--- config.mk ---
export PLATFORM = sky130hd
export DESIGN_NAME = dfsb_fault_bank
export DESIGN_NICKNAME = d
export VERILOG_FILES = /design/src/rtl/dfsb_fault_bank.v
export VERILOG_INCLUDE_DIRS = /design/src /design/src/rtl
export SDC_FILE = /design/constraint.sdc
export NUM_CORES = 1
export LEC_CHECK = 0
export BUFFER_PORTS_ARGS = -buffer_cell sky130_fd_sc_hd__buf_2
export CORE_MARGIN = 8
export CORE_UTILIZATION = 60
export CTS_CLUSTER_DIAMETER = 40
export CTS_CLUSTER_SIZE = 25
export DETAILED_ROUTE_END_ITERATION = 12
export GPL_TIMING_DRIVEN = 0
export PLACE_DENSITY = 0.81
export SYNTH_ARGS = -nofsm -noshare
export SYNTH_HDL_FRONTEND = slang
export SYNTH_SLANG_ARGS = --single-unit
--- constraint.sdc ---
create_clock -name core_clk -period 19.35 [get_ports core_clk]
set_input_delay 1.935 -clock core_clk [delete_from_list [all_inputs] [get_ports core_clk]]
set_output_delay 1.935 -clock core_clk [all_outputs]
set_load 0.01 [all_outputs]
--- src/rtl/dfsb_defs.vh ---
// constants of the driver fault status bank
`ifndef DFSB_DEFS_VH
`define DFSB_DEFS_VH

// ----------------------------------------
// status register indices
// ----------------------------------------
`define DFSB_IDX_INJ_ONE 4'h0
`define DFSB_IDX_INJ_TWO 4'h1
`define DFSB_IDX_RELAY_ONE 4'h2
`define DFSB_IDX_RELAY_TWO 4'h3
`define DFSB_IDX_TACH 4'h4
`define DFSB_IDX_LAMP 4'h5
`define DFSB_IDX_UNUSED 4'h6
`define DFSB_IDX_OXY_HEAT 4'h7
`define DFSB_IDX_IGNIT_ONE 4'h8
`define DFSB_IDX_IGNIT_TWO 4'h9
`define DFSB_IDX_WDOG 4'ha
`define DFSB_IDX_PICKUP 4'hb
`define DFSB_IDX_SUPPLY 4'hd
`define DFSB_IDX_ONIND 4'he
`define DFSB_IDX_MODEL 4'hf

// ----------------------------------------
// fault field positions
// ----------------------------------------
`define DFSB_BIT_ANY 7
`define DFSB_BIT_OPEN_LOAD 3
`define DFSB_BIT_OVER_CUR 2
`define DFSB_BIT_OVER_TEMP 1
`define DFSB_BIT_SHORT_GND 0
`define DFSB_BIT_SELF_TEST 7

// ----------------------------------------
// reset values and implemented-bit masks
// ----------------------------------------
`define DFSB_RST_FAULT 8'h00
`define DFSB_MASK_FULL 4'hf
`define DFSB_MASK_TACH 4'he
`define DFSB_MASK_PRE 4'hc
`define DFSB_RST_PULLDN 9'h1ff

// ----------------------------------------
// open-load filter timing
// ----------------------------------------
`define DFSB_OL_FILT_MIN_US 100
`define DFSB_OL_FILT_MAX_US 450
`define DFSB_CLK_MHZ 20
`define DFSB_OL_FILT_CYC (`DFSB_OL_FILT_MIN_US * `DFSB_CLK_MHZ)

`endif

--- src/rtl/dfsb_fault_bank.v ---
// driver fault status bank with off-state open-load detection
`timescale 1ns/100ps
// Overview of operation
// - driver fault register: bit7 summary, 3 open load, 2 overcurrent, 1 overtemp, 0 short
// - indices: injectors 0/1, relays 2/3, tach 4, lamp 5, heater 7, ignition 8/9
// - tachometer register has no short-to-ground flag; bit 0 reads zero
// - heater and ignition pre-drivers report only open load and overcurrent
// - open load sensed only while output commanded off, via drain comparator
// - open-load bit reads zero while that output's pull-down is disabled
// - pull-downs enabled at reset; off only in sleep or by host
// - open-load filter between 100 and 450 microseconds masks switching transients
// - chip select rising edge restarts timer; comparator accepted only after expiry
// - open-load flag stays latched until the host has read it or that output's pull-down is disabled
// - in low supply commands still execute; status may be wrong
`include "dfsb_defs.vh"

module dfsb_fault_bank #(
	parameter OL_FILT_CYC = `DFSB_OL_FILT_CYC,
	parameter [2:0] MODEL_CODE = 3'h1,
	parameter [4:0] REV_CODE = 5'h01
) (
	input wire core_clk,
	input wire sys_rst,
	input wire chip_select_n,
	input wire rd_strobe,
	input wire wr_strobe,
	input wire [3:0] reg_index,
	input wire [7:0] wr_data,
	input wire [8:0] output_cmd_on,
	input wire [8:0] open_load_cmp,
	input wire [8:0] over_current_in,
	input wire [8:0] over_temp_in,
	input wire [8:0] short_to_ground_in,
	input wire [8:0] pulldown_off_req,
	input wire sleep_mode,
	input wire low_supply,
	input wire [7:0] watchdog_in,
	input wire [7:0] pickup_kline_in,
	input wire [7:0] supply_sys_in,
	output reg [7:0] rd_data_ff,
	output reg [8:0] pulldown_en_ff,
	output reg power_on_self_test_ff,
	output reg status_unsure_ff
);

	// ----------------------------------------
	// channel numbering and helpers
	// ----------------------------------------
	// channels 0..8: injectors, relays, tach, lamp, heater, ignitions
	localparam [5:0] OL_FILT_W = 6'd16;

	// implemented fault bits per channel
	function [3:0] impl_mask;
		input integer ch;
		begin
			if (ch == 4)
				impl_mask = `DFSB_MASK_TACH;
			else if (ch >= 6)
				impl_mask = `DFSB_MASK_PRE;
			else
				impl_mask = `DFSB_MASK_FULL;
		end
	endfunction

	// index to channel decode, 4'hf when no channel
	function [3:0] idx_to_ch;
		input [3:0] idx;
		begin
			case (idx)
				`DFSB_IDX_INJ_ONE: idx_to_ch = 4'h0;
				`DFSB_IDX_INJ_TWO: idx_to_ch = 4'h1;
				`DFSB_IDX_RELAY_ONE: idx_to_ch = 4'h2;
				`DFSB_IDX_RELAY_TWO: idx_to_ch = 4'h3;
				`DFSB_IDX_TACH: idx_to_ch = 4'h4;
				`DFSB_IDX_LAMP: idx_to_ch = 4'h5;
				`DFSB_IDX_OXY_HEAT: idx_to_ch = 4'h6;
				`DFSB_IDX_IGNIT_ONE: idx_to_ch = 4'h7;
				`DFSB_IDX_IGNIT_TWO: idx_to_ch = 4'h8;
				default: idx_to_ch = 4'hf;
			endcase
		end
	endfunction

	// ----------------------------------------
	// pin synchronisers
	// ----------------------------------------
	reg cs_meta_ff;
	reg cs_sync_ff;
	reg cs_prev_ff;
	reg [8:0] ol_meta_ff;
	reg [8:0] ol_sync_ff;

	always @(posedge core_clk or posedge sys_rst) begin
		if (sys_rst) begin
			cs_meta_ff <= 1'b1;
			cs_sync_ff <= 1'b1;
			cs_prev_ff <= 1'b1;
			ol_meta_ff <= 9'h000;
			ol_sync_ff <= 9'h000;
		end else begin
			cs_meta_ff <= chip_select_n;
			cs_sync_ff <= cs_meta_ff;
			cs_prev_ff <= cs_sync_ff;
			ol_meta_ff <= open_load_cmp;
			ol_sync_ff <= ol_meta_ff;
		end
	end

	wire cs_rise = cs_sync_ff & ~cs_prev_ff;
	wire [3:0] rd_ch = idx_to_ch(reg_index);

	// ----------------------------------------
	// pull-down enables and self-test bit
	// ----------------------------------------
	always @(posedge core_clk or posedge sys_rst) begin
		if (sys_rst) begin
			pulldown_en_ff <= `DFSB_RST_PULLDN;
			power_on_self_test_ff <= 1'b0;
			status_unsure_ff <= 1'b0;
		end else begin
			pulldown_en_ff <= ~pulldown_off_req & {9{~sleep_mode}};
			status_unsure_ff <= low_supply;
			if (wr_strobe && reg_index == `DFSB_IDX_MODEL)
				power_on_self_test_ff <= wr_data[`DFSB_BIT_SELF_TEST];
		end
	end

	// ----------------------------------------
	// per-channel fault latches
	// ----------------------------------------
	wire [3:0] flt_bits [0:8];
	wire [8:0] any_flt;

	genvar g;
	generate
		for (g = 0; g < 9; g = g + 1) begin : g_ch
			reg [OL_FILT_W-1:0] filt_cnt_ff;
			reg [OL_FILT_W-1:0] nxt_filt_cnt;
			reg [3:0] flt_ff;
			reg [3:0] nxt_flt;
			reg [3:0] raw;
			wire ol_allowed;
			wire clr;

			// filter counter restarts on cs rise, while output on or while pull-down disabled
			always @* begin
				if (cs_rise || output_cmd_on[g] || !pulldown_en_ff[g])
					nxt_filt_cnt = {OL_FILT_W{1'b0}};
				else if (filt_cnt_ff != OL_FILT_CYC[OL_FILT_W-1:0])
					nxt_filt_cnt = filt_cnt_ff + 1'b1;
				else
					nxt_filt_cnt = filt_cnt_ff;
			end

			assign ol_allowed = (filt_cnt_ff == OL_FILT_CYC[OL_FILT_W-1:0]);
			assign clr = rd_strobe && (rd_ch == g);

			always @* begin
				raw[`DFSB_BIT_OPEN_LOAD] = ol_allowed & ~output_cmd_on[g] & ol_sync_ff[g];
				raw[`DFSB_BIT_OVER_CUR] = over_current_in[g];
				raw[`DFSB_BIT_OVER_TEMP] = over_temp_in[g];
				raw[`DFSB_BIT_SHORT_GND] = short_to_ground_in[g];
				raw = raw & impl_mask(g);
				// set wins over the read clear
				nxt_flt = (clr ? 4'h0 : flt_ff) | raw;
				if (!pulldown_en_ff[g])
					nxt_flt[`DFSB_BIT_OPEN_LOAD] = 1'b0;
			end

			always @(posedge core_clk or posedge sys_rst) begin
				if (sys_rst) begin
					filt_cnt_ff <= {OL_FILT_W{1'b0}};
					flt_ff <= 4'h0;
				end else begin
					filt_cnt_ff <= nxt_filt_cnt;
					flt_ff <= nxt_flt;
				end
			end

			assign flt_bits[g] = flt_ff;
			assign any_flt[g] = |flt_ff;
		end
	endgenerate

	// ----------------------------------------
	// read mux
	// ----------------------------------------
	reg [7:0] nxt_rd_data;

	always @* begin
		nxt_rd_data = rd_data_ff;
		if (rd_strobe) begin
			if (rd_ch != 4'hf)
				nxt_rd_data = {any_flt[rd_ch], 3'h0, flt_bits[rd_ch]};
			else begin
				case (reg_index)
					`DFSB_IDX_WDOG: nxt_rd_data = watchdog_in;
					`DFSB_IDX_PICKUP: nxt_rd_data = pickup_kline_in;
					`DFSB_IDX_SUPPLY: nxt_rd_data = supply_sys_in;
					`DFSB_IDX_ONIND: nxt_rd_data = {output_cmd_on[0], output_cmd_on[1], output_cmd_on[2],
						output_cmd_on[3], output_cmd_on[5], output_cmd_on[7], output_cmd_on[8],
						output_cmd_on[6]};
					`DFSB_IDX_MODEL: nxt_rd_data = {MODEL_CODE, REV_CODE}; // arbitrary identity values
					default: nxt_rd_data = `DFSB_RST_FAULT;
				endcase
			end
		end
	end

	always @(posedge core_clk or posedge sys_rst) begin
		if (sys_rst)
			rd_data_ff <= `DFSB_RST_FAULT;
		else
			rd_data_ff <= nxt_rd_data;
	end

endmodule

==> results.ini, run 1 <==
[run_status]
status = completed

[cts]
cts-buffers-inserted = 30
clock_latency_ps = 540
cts.sink_count = 213
cts_hold_buffers = 0
cts_resized = 0
post_cts_buffers = 0
cts_max_level = 1
clk_pin_slew_ps = 50
cts_tree = built
cts_buffer_depth = 3
cts_root_buf = clkbuf_16

[sta]
period_share_pct = 19.4
post-route-min-period_ps = 3760
fin_setup_tns_ps = 0
clock_skew_ps = 11.9
relSlewSlack_pct = 35.5
worstMarginPinSlew_ps = 967
slew_violations = 0
hold_viol = 0
setup_viol = 0
finalWorstSetupSlack_ps = 15590
rsz0062_at_grt = no
fmax_ghz = 0.266

[pwr]
combPwrFrac_pct = 5.5
swShare_pct = 23.9
cellLeakagePower_nw = 5.19
p_sw_mw = 0.259
peakVddDrop_mv = 0.0829
power_density_nw_per_um2 = 87.1
p_clk_share_pct = 52.0
p_int_mw = 0.822
seq_power_share_pct = 42.5

[hold_path]
min_from = ol_meta_ff[2]$_DFF_PP0_
whs_path_depth = 0
min_path_type = reg2reg

[route]
viasPerCell = 5.84
antenna_left = 0
first_pass_iters = 5
drt_first_iter_violations = 458
post-route-drc-count = 0
avgRoutedWirePerCell_um = 17.8
num_vias = 8191
drt-total-wl_um = 25000

[synthesis]
ys_seq_area_share_pct = 50.7
ys_async_sr_fraction_pct = 100
syn_nets = 1138
ys_ff_latch = 213
synth_flop_cell = dfrtp_1
synth_edf_count = 0
synthCells = 1019
ys_warn_count = 0
yosysUniqueCellTypes = 70
avgSynthCellArea_um2 = 10.3
synthesis.area_um2 = 10500

[place]
gp_congestion = 0.869
dp_hpwl_um = 17600
port_buffers = 99
preCtsSetupSlack_ps = 15080

[floorplanning]
die_w_um = 149
core_um2 = 17200
ios = 116
chipHeight_um = 149
die-area_um2 = 22100
rows = 48
start_util_pct = 61.2

[global_routing]
grt_pass1_vias = 8352
overflow = 0
antenna_found_initial = 4
grt_max_degree = 131
grt_use_total_pct = 22.9
grt_pass1_wl_um = 41200

[worst_setup_path]
ff2ff_path_depth = 5
r2r_start = cs_prev_ff$_DFF_PP1_
setup.worst_path.class = in2reg
arrival_ps = 4180
cp-end-kind = flop
start_kind = input port
critical_path.max_fanout = 10
required_ps = 19770
critPathLaunch = reg_index[1]

[finish]
nets = 1270
area_growth_pct = 17.7
drive_above_1_share_pct = 18.0

[flow_run]
max_cap_viol_count = 0

==> worst paths after layout <==
check,to,slack [ps]
worst min register to register,ol_sync_ff[2]$_DFF_PP0_,350
max in group asynchronous,pulldown_en_ff[7]$_DFF_PP1_,16800
worst min-delay path,ol_sync_ff[2]$_DFF_PP0_,350
worst max-delay path,g_ch[0].flt_ff[3]$_DFF_PP0_,15590
min in group asynchronous,g_ch[3].filt_cnt_ff[1]$_DFFE_PP0P_,1580
worst max register to register,g_ch[2].filt_cnt_ff[7]$_DFFE_PP0P_,17170
==> state kept, by name, indices dropped and copies added (netlist names) <==
signal	flops
ol_sync_ff	9
power_on_self_test_ff	1
g_ch.filt_cnt_ff	144
status_unsure_ff	1
pulldown_en_ff	9
g_ch.flt_ff	29
cs_prev_ff	1
rd_data_ff	8
cs_meta_ff	1
ol_meta_ff	9
cs_sync_ff	1
==> per-stage QoR <==
step                      util, %  total power, mW  hold WS, ps  std cells  area [µm²]
after floorplan                 -            0.499          331       1019       10500
after global placement       65.7            0.524          332       1343       11300
after detailed placement     65.9            0.527          336       1344       11400
after CTS                    72.0             1.09          348       1400       12400
after global routing         72.0             1.12          363       1402       12400
final                        72.0             1.08          346       1402       12400
==> kinds of logic after synthesis <==
family                   share of synthesized area, %
adder cells (fa/ha/maj)                          2.61
AND/OR/NAND/NOR                                  23.6
buffers and inverters                            2.52
flip-flops                                       50.7
AO/OA/AOI/OAI                                    9.03
XOR/XNOR                                         9.89
multiplexers                                     1.70
==> placed cells by master, fill, tap and decap left out, types with 16 or more instances in the layout <==
master and n:
a21o_1 22, a21oi_1 28, and3_1 26, buf_2 104
clkbuf_1 18, clkbuf_16 31, dfrtp_1 201, ha_1 22
inv_1 38, nand2_1 49, nand3_1 58, nand4_1 36
nor2_1 155, nor3_1 17, o21ai_0 16, xnor2_1 33
xor2_1 86
==> cell usage after synthesis (7+ instances only) <==
| cell type | instances | area share, % |
|---|---|---|
| dfrtp_1 | 201 | 48 |
| nor2_1 | 155 | 5.5 |
| xor2_1 | 86 | 7.1 |
| nand3_1 | 58 | 2.8 |
| nand2_1 | 49 | 1.7 |
| inv_1 | 39 | 1.4 |
| nand4_1 | 36 | 2.1 |
| xnor2_1 | 33 | 2.7 |
| a21oi_1 | 28 | 1.3 |
| and3_1 | 26 | 1.5 |
| a21o_1 | 22 | 1.6 |
| ha_1 | 22 | 2.6 |
| clkbuf_1 | 17 | 0.61 |
| nor3_1 | 17 | 0.81 |
| o21ai_0 | 16 | 0.76 |
| and4_1 | 14 | 1.2 |
| mux2i_1 | 13 | 1.2 |
| and2_1 | 12 | 0.71 |
| dfstp_2 | 12 | 3.0 |
| or3_1 | 12 | 0.71 |
| nand3b_1 | 10 | 0.71 |
| o21ai_1 | 9 | 0.43 |
| nand2b_1 | 8 | 0.47 |
| o2111ai_1 | 8 | 0.66 |
| nor4b_2 | 7 | 1.0 |
==> routing by layer <==
metal	wire (µm)	GRT usage, %	vias to the layer above
met1	10700	29.4	3993
met4	885	8.92	4
met5	26	0	-
met3	1830	5.65	71
li1	-	-	3869
met2	11500	36.7	254
==> worst max-delay path, stage by stage <==
cell     delay (ps)
buf_2           190
buf_2           270
inv_1           160
ha_1            380
mux2_4          350
o31ai_4         220
buf_6           170
nand3_1         190
a32oi_1         230
nor2b_1          60
==> power by group through the flow <==
stage / clock network [mW] / logic [mW] / registers, mW
2_1_floorplan: 0 / 0.0321 / 0.467
3_3_place_gp: 0 / 0.0572 / 0.467
3_5_place_dp: 0 / 0.0596 / 0.467
4_1_cts: 0.572 / 0.0601 / 0.459
5_1_grt: 0.592 / 0.0657 / 0.460
6_report: 0.562 / 0.0597 / 0.460
==> area by class of cell <==
cell class                      instances  area, µm²
Antenna cell                            2       5.00
Inverter                               39        154
Fill cell                            1198       4820
Timing Repair Buffer                  100        523
Buffer                                 25        119
Tap cell                              225        282
Clock buffer                           34        807
Sequential cell                       213       5350
Multi-Input combinational cell        742       4930
Clock inverter                         22        246
Power figures use the tool's default switching activity.
==> run 2, diff against run 1 <==
--- a/config.mk
+++ b/config.mk
@@ -8,12 +8,12 @@
 export LEC_CHECK = 0
 export BUFFER_PORTS_ARGS = -buffer_cell sky130_fd_sc_hd__buf_2
 export CORE_MARGIN = 8
-export CORE_UTILIZATION = 60
+export CORE_UTILIZATION = 59
 export CTS_CLUSTER_DIAMETER = 40
 export CTS_CLUSTER_SIZE = 25
 export DETAILED_ROUTE_END_ITERATION = 12
 export GPL_TIMING_DRIVEN = 0
-export PLACE_DENSITY = 0.81
+export PLACE_DENSITY = 0.8
 export SYNTH_ARGS = -nofsm -noshare
 export SYNTH_HDL_FRONTEND = slang
 export SYNTH_SLANG_ARGS = --single-unit
==> constraint.sdc (replaced) <==
create_clock -name core_clk -period 3.8 [get_ports core_clk]
set_input_delay 0.38 -clock core_clk [delete_from_list [all_inputs] [get_ports core_clk]]
set_output_delay 0.38 -clock core_clk [all_outputs]
set_load 0.01 [all_outputs]
==> run 2 against run 1 <==
Against the previous run: combinational power rose to 5.6 times the previous value; critical path depth is the same; count of clock-buffer cells in the layout grew 3; via count up 1.3%; sequential share of layout area fell by 1.0 points; register-to-register slack lost 15000 ps; first-iteration DRC count rose by 3.3%; clock power grew to 5.1 times the previous value; flip-flop and latch count stayed put; highest routed layer unchanged; largest cell class unchanged; sequential power rose to 5.1 times the previous value; die area grew 1.5%; clock skew down 3.0 ps.
==> results.ini, run 2 (same netlist as run 1, synthesis figures left out) <==
[floorplanning]
core_um2 = 17700  ; +2.8%
chipHeight_um = 150  ; +0.75%
rows = 49  ; +2.1%
die-area_um2 = 22400  ; +1.5%
start_util_pct = 59.5  ; -1.7 points
ios = 116  ; unchanged
die_w_um = 150  ; +0.75%

[place]
dp.cells = 1353  ; +0.67%
port_buffers = 99  ; unchanged
preCtsSetupSlack_ps = 1060  ; -14020 ps
gp_congestion = 0.856  ; -1.5%
placed_area_um2 = 11400  ; +0.83%
dp_hpwl_um = 17900  ; +1.4%

[worst_setup_path]
cp-end-kind = flop
cpMostUsedCell = buf_2
max_stage_delay_ps = 360  ; -20 ps
r2r_start = cs_prev_ff$_DFF_PP1_
setup.worst_path.class = in2reg
r2r-end = g_ch[5].filt_cnt_ff[5]$_DFFE_PP0P_
required_ps = 4210  ; -15560 ps
rrSetupSlack_ps = 1690  ; -15480 ps
arrival_ps = 2620  ; -1560 ps
start_kind = input port
critical_path.max_fanout = 10  ; unchanged
cpMaxStageDelayCell = ha_1
path_cells = buf_2 -> buf_2 -> inv_1 -> ha_1 -> mux2_4 -> o31ai_4 -> buf_6 -> nand3_1 -> a32oi_1 -> nor2b_1
ff2ff_path_depth = 5  ; unchanged
critPathLaunch = reg_index[1]

[route]
num_vias = 8298  ; +1.3%
first_pass_iters = 5  ; unchanged
viasPerCell = 5.80  ; -0.75%
antenna_left = 0  ; unchanged
post-route-drc-count = 0  ; unchanged
avgRoutedWirePerCell_um = 17.8  ; -0.40%
drt_first_iter_violations = 473  ; +3.3%
drt-total-wl_um = 25400  ; +1.7%

[finish]
largest_reg_flops = 144  ; unchanged
drive_above_1_share_pct = 17.8  ; -0.14 points
n_fill_cell = 1273  ; +6.3%
design_area_um2 = 12700  ; +2.4%
final_common_cell = dfrtp_1
fin_cells = 1431  ; +2.1%
mostFrequentLayoutCells = dfrtp_1 (201), nor2_1 (155), buf_2 (104)
nets = 1296  ; +2.0%
regMostFlops = g_ch.filt_cnt_ff
area_growth_pct = 20.6
top_regs = g_ch.filt_cnt_ff x144, g_ch.flt_ff x29

[global_routing]
grt_max_degree = 42  ; -68%
grt_pass1_wl_um = 41300  ; about the same
met3_usage_pct = 5.93  ; +0.28 points
globalRoute.busiestLayer = met2
overflow = 0  ; unchanged
use_met1_pct = 30.0  ; +0.58 points
grt_use_total_pct = 22.8  ; -0.082 points
grt_use_met2_pct = 35.9  ; -0.80 points
antenna_found_initial = 3  ; -1
grt_pass1_vias = 8284  ; -0.81%

[sta]
holdWs_ps = 44.8  ; -301 ps
fmax_ghz = 0.452
rsz0062_at_grt = no
slew_violations = 0  ; unchanged
worstMarginPinSlew_ps = 884  ; -83.0 ps
clock_skew_ps = 8.90  ; -2.96 ps
hold_viol = 0  ; unchanged
post-route-min-period_ps = 2210
finalWorstSetupSlack_ps = 1590  ; -14000 ps
period_share_pct = 58.2
setup_viol = 0  ; unchanged
relSlewSlack_pct = 41.0  ; +5.5 points

[flow_run]
max_cap_viol_count = 0  ; unchanged

[pwr]
p_int_mw = 4.27  ; +420%
seq_power_share_pct = 42.3  ; -0.2 points
combPwrFrac_pct = 6.0  ; +0.5 points
p_sw_mw = 1.26  ; +390%
cellLeakagePower_nw = 5.32  ; +2.4%
power_mw = 5.54  ; +410%
peakVddDrop_mv = 0.438  ; +430%
swShare_pct = 22.8  ; -1.1 points
power_density_nw_per_um2 = 435  ; +400%
p_clk_share_pct = 51.7  ; -0.3 points

[hold_path]
min_path_type = in2reg
holdPathEnd = g_ch[2].flt_ff[2]$_DFF_PP0_
min_from = over_current_in[2]
whs_path_depth = 2  ; +2

[cts]
cts_buffer_depth = 3  ; unchanged
cts_root_buf = clkbuf_16
cts_hold_buffers = 21  ; +21
cts.sink_count = 213  ; unchanged
clk_pin_slew_ps = 60  ; about the same
cts_tree = built
cts-buffers-inserted = 30  ; unchanged
clock_latency_ps = 530  ; about the same
cts_max_level = 1  ; unchanged
cts_resized = 0  ; unchanged
post_cts_buffers = 0  ; unchanged

[run_status]
status = completed

==> run 2: cell types whose count changed in the layout (fill, tap and decap cells not counted), sizes merged <==
cell         delta
dlygate4sd3    +21
diode           -1
inv             -8
buf             +5
clkbuf          +3
bufinv          +1
clkinvlp        +1
clkinv          +3
==> run 2: worst max-delay path: cells and delay by family <==
| family | cells | cell delay, ps |
|---|---|---|
| compound gates | 2 | 460 |
| fa+ha+maj | 1 | 360 |
| buf+inv | 4 | 800 |
| mux | 1 | 340 |
| simple gates | 2 | 270 |
==> run 2: worst max path at each step <==
| stage | end | slack (ps) |
|---|---|---|
| 6_report | g_ch[0].flt_ff[3]$_DFF_PP0_ | 1590 |
| 3_3_place_gp | g_ch[5].filt_cnt_ff[7]$_DFFE_PP0P_ | -520 |
| 5_1_grt | g_ch[0].flt_ff[3]$_DFF_PP0_ | 1430 |
| 4_1_cts | g_ch[0].flt_ff[3]$_DFF_PP0_ | 1620 |
| 2_1_floorplan | g_ch[0].filt_cnt_ff[0]$_DFFE_PP0P_ | 660 |
| 3_5_place_dp | g_ch[0].flt_ff[3]$_DFF_PP0_ | 1060 |
==> run 2: cell type report <==
| cell class | count | area [µm²] | area share, % |
|---|---|---|---|
| multi-input cells | 742 | 4930 | 38.8 |
| clock inverters | 19 | 226 | 1.78 |
| well taps | 229 | 287 | 2.25 |
| repair buffers | 126 | 826 | 6.49 |
| diodes | 1 | 2.50 | 0.0197 |
| flip-flops and latches | 213 | 5350 | 42.0 |
| clock buffers | 37 | 828 | 6.51 |
| inverters | 39 | 150 | 1.18 |
| plain buffers | 25 | 119 | 0.935 |
==> run 2: per-stage QoR <==
stage          util (%)  setup TNS [ps]
2_1_floorplan         -               0
3_3_place_gp       63.9         -101540
3_5_place_dp       64.6               0
4_1_cts            71.8               0
5_1_grt            71.8               0
6_report           71.8               0
==> run 2: metal layers <==
metal  up-vias  wire (µm)
li1       3925          -
met1      4042      10800
met2       263      11700
met3        64       1960
met4         4        896
met5         -         25
==> run 2: power groups by stage <==
| stage | clock (mW) | combinational (mW) | sequential [mW] |
|---|---|---|---|
| 2_1_floorplan | 0 | 0.164 | 2.38 |
| 3_3_place_gp | 0 | 0.293 | 2.38 |
| 3_5_place_dp | 0 | 0.315 | 2.38 |
| 4_1_cts | 2.90 | 0.334 | 2.34 |
| 5_1_grt | 3.00 | 0.364 | 2.34 |
| 6_report | 2.86 | 0.332 | 2.34 |
